**config.mk**
```make
export PLATFORM = sky130hd
export DESIGN_NAME = adcc_top
export DESIGN_NICKNAME = d
export VERILOG_FILES = /design/src/design/adcc_pkg.sv /design/src/design/adcc_top.sv
export VERILOG_INCLUDE_DIRS = /design/src /design/src/design
export SDC_FILE = /design/constraint.sdc
export NUM_CORES = 1
export LEC_CHECK = 0
export BUFFER_PORTS_ARGS = -buffer_cell sky130_fd_sc_hd__buf_2
export CAP_MARGIN = 20
export CORE_UTILIZATION = 30
export CTS_BUF_LIST = sky130_fd_sc_hd__clkbuf_16
export DETAILED_ROUTE_END_ITERATION = 8
export GPL_ROUTABILITY_DRIVEN = 0
export HOLD_SLACK_MARGIN = 0.08
export PLACE_DENSITY_LB_ADDON = 0.05
export SETUP_SLACK_MARGIN = 0.2
export SYNTH_ARGS = -nofsm -noshare
export SYNTH_HDL_FRONTEND = slang
export SYNTH_SLANG_ARGS = --single-unit
```
**constraint.sdc**
```tcl
create_clock -name clk_sys -period 4.2 [get_ports clk_sys]
set_input_delay 0.21 -clock clk_sys [delete_from_list [all_inputs] [get_ports clk_sys]]
set_output_delay 0.21 -clock clk_sys [all_outputs]
set_load 0.005 [all_outputs]
```
**src/design/adcc_consts.svh**
```systemverilog
`ifndef ADCC_CONSTS_SVH
`define ADCC_CONSTS_SVH

// result and field widths
`define ADCC_RES_W        10
`define ADCC_CHS_W        6
`define ADCC_CHS_MSB      7
`define ADCC_CHS_LSB      2
`define ADCC_POSITIVE_REFERENCE_SELECT_W       2
`define ADCC_CS_W         3
`define ADCC_TRIG_W       3
`define ADCC_TRIG_N       8
`define ADCC_DIV_W        6
`define ADCC_BIT_W        4

// left-justified low byte keeps two result bits at its top
`define ADCC_LJ_PAD       6
// software readback with left format is shifted by this many places
`define ADCC_SW_SHIFT     4

// clock select codes; x11 picks the dedicated rc clock
`define ADCC_CS_RC_LOW    2'b11

// one instruction is four system clocks at 50 MHz (80 ns)
`define ADCC_CLK_NS       20
`define ADCC_INSTR_NS     80
`define ADCC_INSTR_CYC    ((`ADCC_INSTR_NS + `ADCC_CLK_NS - 1) / `ADCC_CLK_NS)

// reset values
`define ADCC_RESULT_RST   16'h0000
`define ADCC_TRIG_OFF     3'h0

`endif

```
**src/design/adcc_pkg.sv**
```systemverilog
package adcc_pkg;

    typedef enum logic [2:0] {
        ADCC_IDLE,
        ADCC_RC_WAIT,
        ADCC_SAMPLE,
        ADCC_CONVERT
    } adcc_state_e;

    // the result register pair as software sees it
    typedef struct packed {
        logic [7:0] hi;
        logic [7:0] lo;
    } adcc_pair_s;

    // interrupt enables that decide the wake behaviour
    typedef struct packed {
        logic conv;
        logic periph;
        logic global_en;
    } adcc_irq_en_s;

endpackage

```
**src/design/adcc_top.sv**
```systemverilog
`timescale 1ns/1ps
`include "adcc_consts.svh"
// What this block does
// pin is converted whatever its analog-select setting; no such input exists here.
// channel select routes the chosen input to sample-and-hold for next conversion.
// software waits an acquisition delay after changing channel before starting.
// software discharges hold capacitor via ground channel, aborting after acquisition.
// positive reference select picks the converter's positive reference source.
// three-bit clock select picks system clock divide 2..64 or rc clock.
// each result bit resolves in one period of the selected conversion clock.
// control logic runs off selected clock; rc selection delays control writes.
// done flag sets at every conversion end, irq enable or not.
// interrupt event raised when done sets while conversion irq enabled.
// software clears done flag; hardware never clears it.
// converter keeps running in sleep only with rc clock selected.
// sleep completion with global enable 0 wakes core without service routine.
// sleep completion with all enables set wakes core, then vectors.
// ten-bit result shown left or right justified per format select.
// software writes store right-justified; left format readback shifts four places.
// converter is active only while its enable bit is set.
// conversion starts on software start write or selected external trigger.
// software never sets start in the same write that enables converter.
// completion clears start, sets done flag, loads result pair.
// rising edge of selected trigger source sets the start bit.
// rc clock selected delays conversion start by one extra instruction.
// sleep with non-rc clock aborts conversion, turns converter off, enable kept.
// channel select is six bits, bits seven to two of first control register.
// left format: upper eight bits in high byte, low two atop low byte.
module adcc_top (
    input  wire logic                          clk_sys,
    input  wire logic                          arst_n,
    input  wire logic                          enable,
    input  wire logic [7:0]                    control0,
    input  wire logic [`ADCC_POSITIVE_REFERENCE_SELECT_W-1:0]       positive_reference_select,
    input  wire logic [`ADCC_CS_W-1:0]         clock_select,
    input  wire logic                          result_format_select,
    input  wire logic                          start_set,
    input  wire logic                          start_clear,
    input  wire logic [`ADCC_TRIG_W-1:0]       trigger_source_select,
    input  wire logic [`ADCC_TRIG_N-1:0]       trigger_inputs,
    input  wire logic                          dedicated_rc_clock,
    input  wire logic                          sleep,
    input  wire adcc_pkg::adcc_irq_en_s        irq_en,
    input  wire logic                          done_clear,
    input  wire logic                          result_wr_hi,
    input  wire logic                          result_wr_lo,
    input  wire logic [7:0]                    result_wr_data,
    input  wire logic                          comparator_above,
    output logic                               start_bit,
    output logic                               conversion_done_flag,
    output logic                               irq_event,
    output logic                               wake_core,
    output logic                               vector_isr,
    output adcc_pkg::adcc_pair_s               result_register_pair,
    output logic [`ADCC_CHS_W-1:0]             sampled_channel,
    output logic [`ADCC_POSITIVE_REFERENCE_SELECT_W-1:0]            reference_route,
    output logic                               sample_hold,
    output logic [`ADCC_RES_W-1:0]             sar_trial,
    output logic                               converter_powered
);

    logic                         rst_meta_n;
    logic                         rst_n;
    adcc_pkg::adcc_state_e        state;
    logic [`ADCC_DIV_W-1:0]       div_cnt;
    logic [`ADCC_DIV_W-1:0]       div_mask;
    logic                         rc_sel;
    logic                         conv_tick;
    logic [2:0]                   instr_cnt;
    logic [`ADCC_BIT_W-1:0]       bit_idx;
    logic [`ADCC_RES_W-1:0]       sar_value;
    logic [15:0]                  pair_store;
    logic                         sw_written;
    logic                         trig_sel;
    logic                         trig_prev;
    logic                         trig_pending;
    logic                         start_req;
    logic                         start_sync;
    logic                         complete;
    logic                         halt_sleep;
    logic                         abort;
    logic [`ADCC_CHS_W-1:0]       channel_select;

    // reset released through two flops; the asserted edge stays asynchronous
    always_ff @(posedge clk_sys or negedge arst_n) begin
        if (!arst_n) begin
            rst_meta_n <= 1'b0;
            rst_n      <= 1'b0;
        end else begin
            rst_meta_n <= 1'b1;
            rst_n      <= rst_meta_n;
        end
    end

    assign channel_select = control0[`ADCC_CHS_MSB:`ADCC_CHS_LSB];

    // clock select decode: {cs[1:0],cs[2]} is the divide exponent minus one
    assign rc_sel   = (clock_select[1:0] == `ADCC_CS_RC_LOW);
    always_comb begin
        div_mask = '0;
        case ({clock_select[1:0], clock_select[2]})
            3'h0: div_mask = 6'h01;
            3'h1: div_mask = 6'h03;
            3'h2: div_mask = 6'h07;
            3'h3: div_mask = 6'h0f;
            3'h4: div_mask = 6'h1f;
            3'h5: div_mask = 6'h3f;
            default: div_mask = 6'h01;
        endcase
    end

    // free-running divider; the rc strobe is taken as a synchronous tick
    always_ff @(posedge clk_sys or negedge rst_n) begin
        if (!rst_n) begin
            div_cnt <= '0;
        end else begin
            div_cnt <= div_cnt + 6'h01;
        end
    end

    assign conv_tick = rc_sel ? dedicated_rc_clock
                              : ((div_cnt & div_mask) == div_mask);

    // sleep without the rc clock stops the converter but leaves enable alone
    assign halt_sleep        = sleep && !rc_sel;
    assign converter_powered = enable && !halt_sleep;
    assign abort             = !enable || halt_sleep || start_clear;

    // external trigger edge detect
    assign trig_sel = (trigger_source_select != `ADCC_TRIG_OFF)
                      && trigger_inputs[trigger_source_select];

    always_ff @(posedge clk_sys or negedge rst_n) begin
        if (!rst_n) begin
            trig_prev <= 1'b0;
        end else begin
            trig_prev <= trig_sel;
        end
    end

    // a trigger in sleep is held until the converter may run again
    always_ff @(posedge clk_sys or negedge rst_n) begin
        if (!rst_n) begin
            trig_pending <= 1'b0;
        end else if (!enable) begin
            trig_pending <= 1'b0;
        end else if (trig_sel && !trig_prev && halt_sleep) begin
            trig_pending <= 1'b1;
        end else if (!halt_sleep) begin
            trig_pending <= 1'b0;
        end
    end

    assign start_req = enable && !halt_sleep
                       && (start_set
                           || (trig_sel && !trig_prev)
                           || trig_pending);

    // start bit: completion or abort clears it, a fresh request wins
    always_ff @(posedge clk_sys or negedge rst_n) begin
        if (!rst_n) begin
            start_bit <= 1'b0;
        end else if (start_req) begin
            start_bit <= 1'b1;
        end else if (complete || abort) begin
            start_bit <= 1'b0;
        end
    end

    // with the rc clock the start is only seen on an rc edge, a sync delay
    always_ff @(posedge clk_sys or negedge rst_n) begin
        if (!rst_n) begin
            start_sync <= 1'b0;
        end else if (!start_bit || abort) begin
            start_sync <= 1'b0;
        end else if (!rc_sel || conv_tick) begin
            start_sync <= 1'b1;
        end
    end

    assign complete = (state == adcc_pkg::ADCC_CONVERT) && conv_tick
                      && (bit_idx == '0) && !abort;

    // sequencer: optional instruction wait, one sample period, ten bit periods
    always_ff @(posedge clk_sys or negedge rst_n) begin
        if (!rst_n) begin
            state     <= adcc_pkg::ADCC_IDLE;
            instr_cnt <= '0;
            bit_idx   <= '0;
            sar_value <= '0;
        end else if (abort) begin
            state <= adcc_pkg::ADCC_IDLE;
        end else begin
            case (state)
                adcc_pkg::ADCC_IDLE: begin
                    instr_cnt <= '0;
                    if (start_sync && start_bit) begin
                        state <= rc_sel ? adcc_pkg::ADCC_RC_WAIT
                                        : adcc_pkg::ADCC_SAMPLE;
                    end
                end
                adcc_pkg::ADCC_RC_WAIT: begin
                    instr_cnt <= instr_cnt + 3'h1;
                    if (instr_cnt == 3'(`ADCC_INSTR_CYC - 1)) begin
                        state <= adcc_pkg::ADCC_SAMPLE;
                    end
                end
                adcc_pkg::ADCC_SAMPLE: begin
                    if (conv_tick) begin
                        state     <= adcc_pkg::ADCC_CONVERT;
                        bit_idx   <= 4'(`ADCC_RES_W - 1);
                        sar_value <= '0;
                    end
                end
                adcc_pkg::ADCC_CONVERT: begin
                    if (conv_tick) begin
                        sar_value[bit_idx] <= comparator_above;
                        if (bit_idx == '0) begin
                            state <= adcc_pkg::ADCC_IDLE;
                        end else begin
                            bit_idx <= bit_idx - 4'h1;
                        end
                    end
                end
                default: state <= adcc_pkg::ADCC_IDLE;
            endcase
        end
    end

    // channel and reference routed to the analog side; latched at start
    always_ff @(posedge clk_sys or negedge rst_n) begin
        if (!rst_n) begin
            sampled_channel <= '0;
            reference_route <= '0;
        end else if (state == adcc_pkg::ADCC_IDLE) begin
            sampled_channel <= channel_select;
            reference_route <= positive_reference_select;
        end
    end

    // the analog mux ignores any pin analog-select setting
    assign sample_hold = (state == adcc_pkg::ADCC_SAMPLE);

    // trial word offered to the comparator: decided bits plus current trial bit
    always_comb begin
        sar_trial = sar_value;
        if (state == adcc_pkg::ADCC_CONVERT) begin
            sar_trial[bit_idx] = 1'b1;
        end
    end

    // done flag: set wins over a clear in the same cycle
    always_ff @(posedge clk_sys or negedge rst_n) begin
        if (!rst_n) begin
            conversion_done_flag <= 1'b0;
        end else if (complete) begin
            conversion_done_flag <= 1'b1;
        end else if (done_clear) begin
            conversion_done_flag <= 1'b0;
        end
    end

    // interrupt and wake pulses, one cycle after completion
    always_ff @(posedge clk_sys or negedge rst_n) begin
        if (!rst_n) begin
            irq_event  <= 1'b0;
            wake_core  <= 1'b0;
            vector_isr <= 1'b0;
        end else begin
            irq_event  <= complete && irq_en.conv;
            wake_core  <= complete && sleep && irq_en.conv && irq_en.periph;
            vector_isr <= complete && sleep && irq_en.conv && irq_en.periph
                          && irq_en.global_en;
        end
    end

    // stored pair: conversions load formatted, software bytes land right-justified
    always_ff @(posedge clk_sys or negedge rst_n) begin
        if (!rst_n) begin
            pair_store <= `ADCC_RESULT_RST;
            sw_written <= 1'b0;
        end else if (complete) begin
            sw_written <= 1'b0;
            if (result_format_select) begin
                pair_store <= {6'h00, sar_value[9:1], comparator_above};
            end else begin
                pair_store <= {sar_value[9:1], comparator_above,
                               {`ADCC_LJ_PAD{1'b0}}};
            end
        end else if (result_wr_hi || result_wr_lo) begin
            sw_written <= 1'b1;
            if (result_wr_hi) begin
                pair_store[15:8] <= result_wr_data;
            end
            if (result_wr_lo) begin
                pair_store[7:0] <= result_wr_data;
            end
        end
    end

    // readback view; software-written data shows shifted under left format
    always_ff @(posedge clk_sys or negedge rst_n) begin
        if (!rst_n) begin
            result_register_pair <= `ADCC_RESULT_RST;
        end else if (sw_written && !result_format_select) begin
            result_register_pair <= {pair_store[15-`ADCC_SW_SHIFT:0],
                                     {`ADCC_SW_SHIFT{1'b0}}};
        end else begin
            result_register_pair <= pair_store;
        end
    end

endmodule

```
After elaboration in Yosys (flattened, before gate mapping) --
Cells that the tools add are included.
Cells by class: add/subtract/negate cells 3, magnitude comparators 3, equal/unequal tests 20, muxes and demuxes 41, bitwise gates (word level) 3, reductions and logical operators 49
Operators with widths (count):
- $mux W16 | 4
- $mux W10 | 3
- $pmux W6 S5 | 1
- $pmux W10 S2 | 1
- $mux W3 | 6
- $logic_and A1 B1 Y1 | 17
- $mux W8 | 2
- $reduce_bool A2 Y1 | 8
- $eq A3 B2 Y1 const B | 5
- $mux W1 | 14
- $mux W4 | 3
- $ne A3 B3 Y1 const B | 4
- $pmux W3 S4 | 1
- $bwmux W10 | 1
- $or A10 B10 Y10 | 1
- $reduce_and A5 Y1 | 2
- $logic_or A1 B1 Y1 | 8
- $pmux W4 S2 | 1
- $logic_not A1 Y1 | 7
- $add A6 B1 Y6 const B | 1
- $and A6 B6 Y6 | 1
- $eq A3 B1 Y1 const B | 2
- $eq A3 B3 Y1 const B | 2
- $eq A6 B6 Y1 | 1
- other kinds (20) | 23
Word-level totals: register bits after elaboration 77, bits of input ports 47, logic and storage cells 141

Depth between registers and ports, before layout --
depth in word-level cells 12, depth in mapped cells 8

Least setup slack after synthesis --
OpenSTA, ideal clock, no wires.
path type flip-flop to flip-flop, start register state[0], end register pair_store[6], setup time 0.079 ns, arrival time 1.743 ns, data required time 4.121 ns, setup slack 2.378 ns, cell stages (with the launch flop) 9, buffers on the path 2, clock period less this slack 1.822 ns, cell sequence dfrtp_1 -> ha_1 -> nor2b_1 -> and2b_1 -> nand2_1 -> nor3_2 -> buf_6 -> buf_12 -> mux2i_1
On the way: cells in the longest elaborated chain, start to end 6
Ends and longest elaborated chain:
- from (decl) | RTL line adcc_top.sv:64 | adcc_pkg::adcc_state_e state;
- from (signal assigned) | RTL line adcc_top.sv:187 | state <= adcc_pkg::ADCC_IDLE;
- from (signal assigned) | RTL line adcc_top.sv:192 | state <= adcc_pkg::ADCC_IDLE;
- from (signal assigned) | RTL line adcc_top.sv:198 | state <= rc_sel ? adcc_pkg::ADCC_RC_WAIT
- $eq A3 B2 Y1 * | RTL line adcc_top.sv:181 | assign complete = (state == adcc_pkg::ADCC_CONVERT) && conv_tick
- $logic_and A1 B1 Y1 * | RTL line adcc_top.sv:181
- $logic_and A1 B1 Y1 * (2 in series) | RTL line adcc_top.sv:182 | && (bit_idx == '0) && !abort;
- $reduce_bool A2 Y1 (no line)
- $reduce_and A2 Y1 (no line)
- to (signal assigned) | RTL line adcc_top.sv:280 | pair_store <= `ADCC_RESULT_RST;
- to (signal assigned) | RTL line adcc_top.sv:285 | pair_store <= {6'h00, sar_value[9:1], comparator_above};
- to (signal assigned) | RTL line adcc_top.sv:287 | pair_store <= {sar_value[9:1], comparator_above,
- to (decl) | RTL line adcc_top.sv:72 | logic [15:0] pair_store;
Mark *: on every way between the ends. The rest lies on a longest branch, timed or not. A chain may end at the register's enable or synchronous reset.

Worst setup path in the final report --
start register state[0], end register pair_store[8]
The elaborated chain is that of the path after synthesis.

==> metrics list <==
- Area added between synthesis and finish: 22.8%
- Worst Reg2Reg Path Length in Cells: 7
* Type of destination of the critical path: flip-flop
- Antenna Nets Post-Route: 0
* Metal1 wirelength: 3.77 mm
- Peak supply drop: 157 uV
- Entering global routing, the biggest net connects 44 pins.
- Once the clock tree was built, the setup fixing pass inserted 0 buffers.
* Most used standard cells in the synthesized netlist: sky130_fd_sc_hd__dfrtp_1 (76), sky130_fd_sc_hd__nand2_1 (61), sky130_fd_sc_hd__mux2i_1 (39)
* Routed length on met3: between 300 and 400 um
* Row count: 40
* Cell chain of the critical path: ha_1, nor2b_1, and2b_1, nand2_1, nor3_2, buf_4, mux2i_1
* Fraction of registers with async set or reset after synthesis: between 90% and 100%
* Final-report max-slew violation count: 0
* Via total after detailed routing: ~2800
- After synthesis, flip-flops and latches occupy 50.6% of the total area.
- Flip-flop and latch count after synthesis: 76
* Most common cell in the netlist: sky130_fd_sc_hd__dfrtp_1
* Clk pin slew, worst setup/hold paths: 0.06 ns
* Number of buffers added by the clock tree synthesis step: 9
- Share of post-route cells with drive strength above 1: 27.3%
- Classification of the worst setup path: reg -> reg
- Final hold violation count: 0
* Die width: 114 um
- Setup total negative slack on the finished layout was measured at 0 ns.
- Final worst path period need: approximately 2.3 ns
- After technology mapping, the gate count stands at between 300 and 400.
- Startpoint type of the worst setup path: flip-flop
- Largest area contributor in the synthesized netlist: sky130_fd_sc_hd__dfrtp_1
- Port Buffer Count: between 80 and 90
- Filler Cells Inserted: 1289
- The flow ran to the end, and the final reports show no timing, DRC or antenna violations.
- For this configuration, the core starts out at a cell density of 31.0%.
* Number of nets produced by synthesis: 403
- In this design, the largest share of critical-path delay is due to simple AND/OR/NAND/NOR gates.
- Dividing the detail-routed via count by the number of cells gives ~4.7.
* CTS tree: done
* Arrival time worst endpoint: 2.55 ns
* Antenna Diode Count: 0
- In the routed design, unresolved DRC markers number 0.
- End-of-flow core utilization: 38.1%
- In this run, the number of DRC markers left after iteration 0 of detailed routing was between 100 and 150.
- Worst min-delay path class: in -> reg
- The core region is 12100 um2.
- Share of the synthesized area in the top cell type: 50.6%
* Vias in the first global route: 2886
- The average instance in the mapped netlist occupies between 10 and 15 um2.
* Wire length of the first global-routing pass: 14.6 mm
- Clock H-tree levels: 3
- The synthesized design contains 0 enable-type register cells.
- Once the clock tree was built, the resizer swapped 0 gates to a different size.
- The clock arrives with 0.00522 ns of skew.
- Final setup vio count: 0
- Wire segments on met2 add up to 4.33 mm in the final route.
- Summed over all layers, the routed wires come to around 8.6 mm.
- CTS placed an instance of sky130_fd_sc_hd__clkbuf_16 at the clock tree root.
* First drt pass iteration count: 5
- In this run, post-CTS hold repair placed 2 buffers.
- The worst pin sits at a relative slew slack of 41.9%.
- At the worst endpoint, the required time is roughly 4.5 ns.
- In the post-synthesis netlist, the biggest area contributors are sky130_fd_sc_hd__dfrtp_1 (51%), sky130_fd_sc_hd__mux2i_1 (10%), sky130_fd_sc_hd__nand2_1 (6.1%).
* Total congestion overflow: 0
* Crit path max fanout: 17
* Vertical die dimension: 114 um
- Post-detailed-placement half-perimeter wirelength: roughly 6.3 mm
* # clock sinks: 76
* Share of the clock period used by the worst path: a little over half
* Die area: 13000 um2
- The detailed router used layers up to and including met4.
- Transition time at the pin with the least slew margin: between 0.8 and 0.9 ns
* Clock buffer depth: 2
- Setup repair after global routing left no endpoint under its margin.
- Yosys printed 0 warnings.
- GRT Util Overall: 14.7%
- Number of antenna violations at the first check in global routing: 0
- In this run the cell area of the synthesized design comes to roughly 3800 um2.
- In the final routed layout, each cell accounts on average for 14.2 um.
* Number of unique standard cell types used by synthesis: 54
- In this run the static leakage power is ~2.2 nW.
* Power Dens Cells: 354 nW/um2
- Together, buffers and inverters on the worst path number 1.
- Slowest cell on the critical path: sky130_fd_sc_hd__ha_1
- For this run, the post-layout net count is 489.
* Worst hold path cell count: 2
- Among all flip-flop cells after synthesis, the most frequent one is sky130_fd_sc_hd__dfrtp_1.
- For this design the top-level I/O count stands at 88.
- For this run, the slowest stage of the critical path takes 0.43 ns.
- For the worst-skew pair, the clock arrives at the later sink with an insertion delay of 0.33 ns.
- The tool flagged a number of max-cap violations equal to 0.
- Worst path depth: 7
- Achievable Freq: 436 MHz
## report_power, final
part           switching [W]  leakage [nW]  total (W)  internal (W)
sequential         0.0000259         0.954   0.000800      0.000774
combinational      0.0000767          1.16   0.000147     0.0000705
clock               0.000293         0.133   0.000684      0.000391
## per-layer routing
layer	vias up	track usage [%]
met1	1353	17.8
met3	12	3.61
met2	80	25.3
met4	0	5.54
met5	-	0
li1	1380	-
## registers in the layout, summed over array words and instances (netlist names), 2 cells and up
signal and cells:
bit_idx 4, div_cnt 6, instr_cnt 3, pair_store 16, reference_route 2, result_register_pair 16
sampled_channel 6, sar_value 10, state 2
## metrics by stage
stage / cell area (um2) / hold slack (ns) / total power [W] / worst slack, ns / instances
after floorplan: 3750 / -0.0856 / 0.000892 / 1.93 / 345
after global placement: 4330 / -0.00265 / 0.000962 / 1.91 / 586
after detailed placement: 4330 / 0.00171 / 0.000963 / 1.89 / 586
after CTS: 4610 / 0.0914 / 0.00166 / 1.88 / 604
after global routing: 4610 / 0.0967 / 0.00171 / 1.66 / 604
final: 4610 / 0.103 / 0.00163 / 1.90 / 604
## cell type report
type / instances / area, um2 / area share (%)
Inverter: 11 / 41.3 / 0.896
Sequential cell: 76 / 1900 / 41.3
Timing Repair Buffer: 88 / 455 / 9.88
Clock buffer: 9 / 225 / 4.89
Clock inverter: 7 / 36.3 / 0.787
Tap cell: 168 / 210 / 4.56
Multi-Input combinational cell: 245 / 1740 / 37.7
## logic make-up (layout without fill, tap and decap cells)
kind of cell             after synthesis  in the layout  synth area share (%)
buffers and inverters                 24            115                  3.07
flip-flops                            76             76                  50.6
XOR/XNOR                               4              4                 0.933
AO/OA/AOI/OAI                         57             57                  12.0
adder cells (fa/ha/maj)               11             11                  3.67
AND/OR/NAND/NOR                      124            124                  16.2
other                                  1              1                0.0999
multiplexers                          48             48                  13.4
## layout by cell type (no fill, tap or decap), drive strengths merged, types with 6 or more instances in the layout
| cell type | instances |
|---|---|
| buf | 86 |
| dfrtp | 76 |
| nand2 | 62 |
| mux2i | 39 |
| nand2b | 17 |
| inv | 13 |
| o21ai | 13 |
| ha | 11 |
| clkbuf | 9 |
| nor3 | 9 |
| and2 | 8 |
| mux2 | 8 |
| o31ai | 7 |
| nor2b | 6 |
| nand3 | 6 |
## final timing paths
path	endpoint	startpoint	slack, ns
setup / recovery	pair_store[8]	state[0]	1.90
hold / removal	sampled_channel[0]	control0[2]	0.10
setup reg to reg	pair_store[8]	state[0]	1.90
hold reg to reg	pair_store[4]	rst_n	0.32
max in group asynchronous	state[1]	rst_n	2.86
min in group asynchronous	rst_n	arst_n	0.19
## worst register-to-register path, delay by kind of cell, from the launching register on
family	cells	cell delay, ns
simple gates	4	0.83
fa+ha+maj	1	0.43
flops	1	0.41
buf+inv	1	0.33
mux	1	0.23
Note: power is estimated with default switching activity, not from simulation.
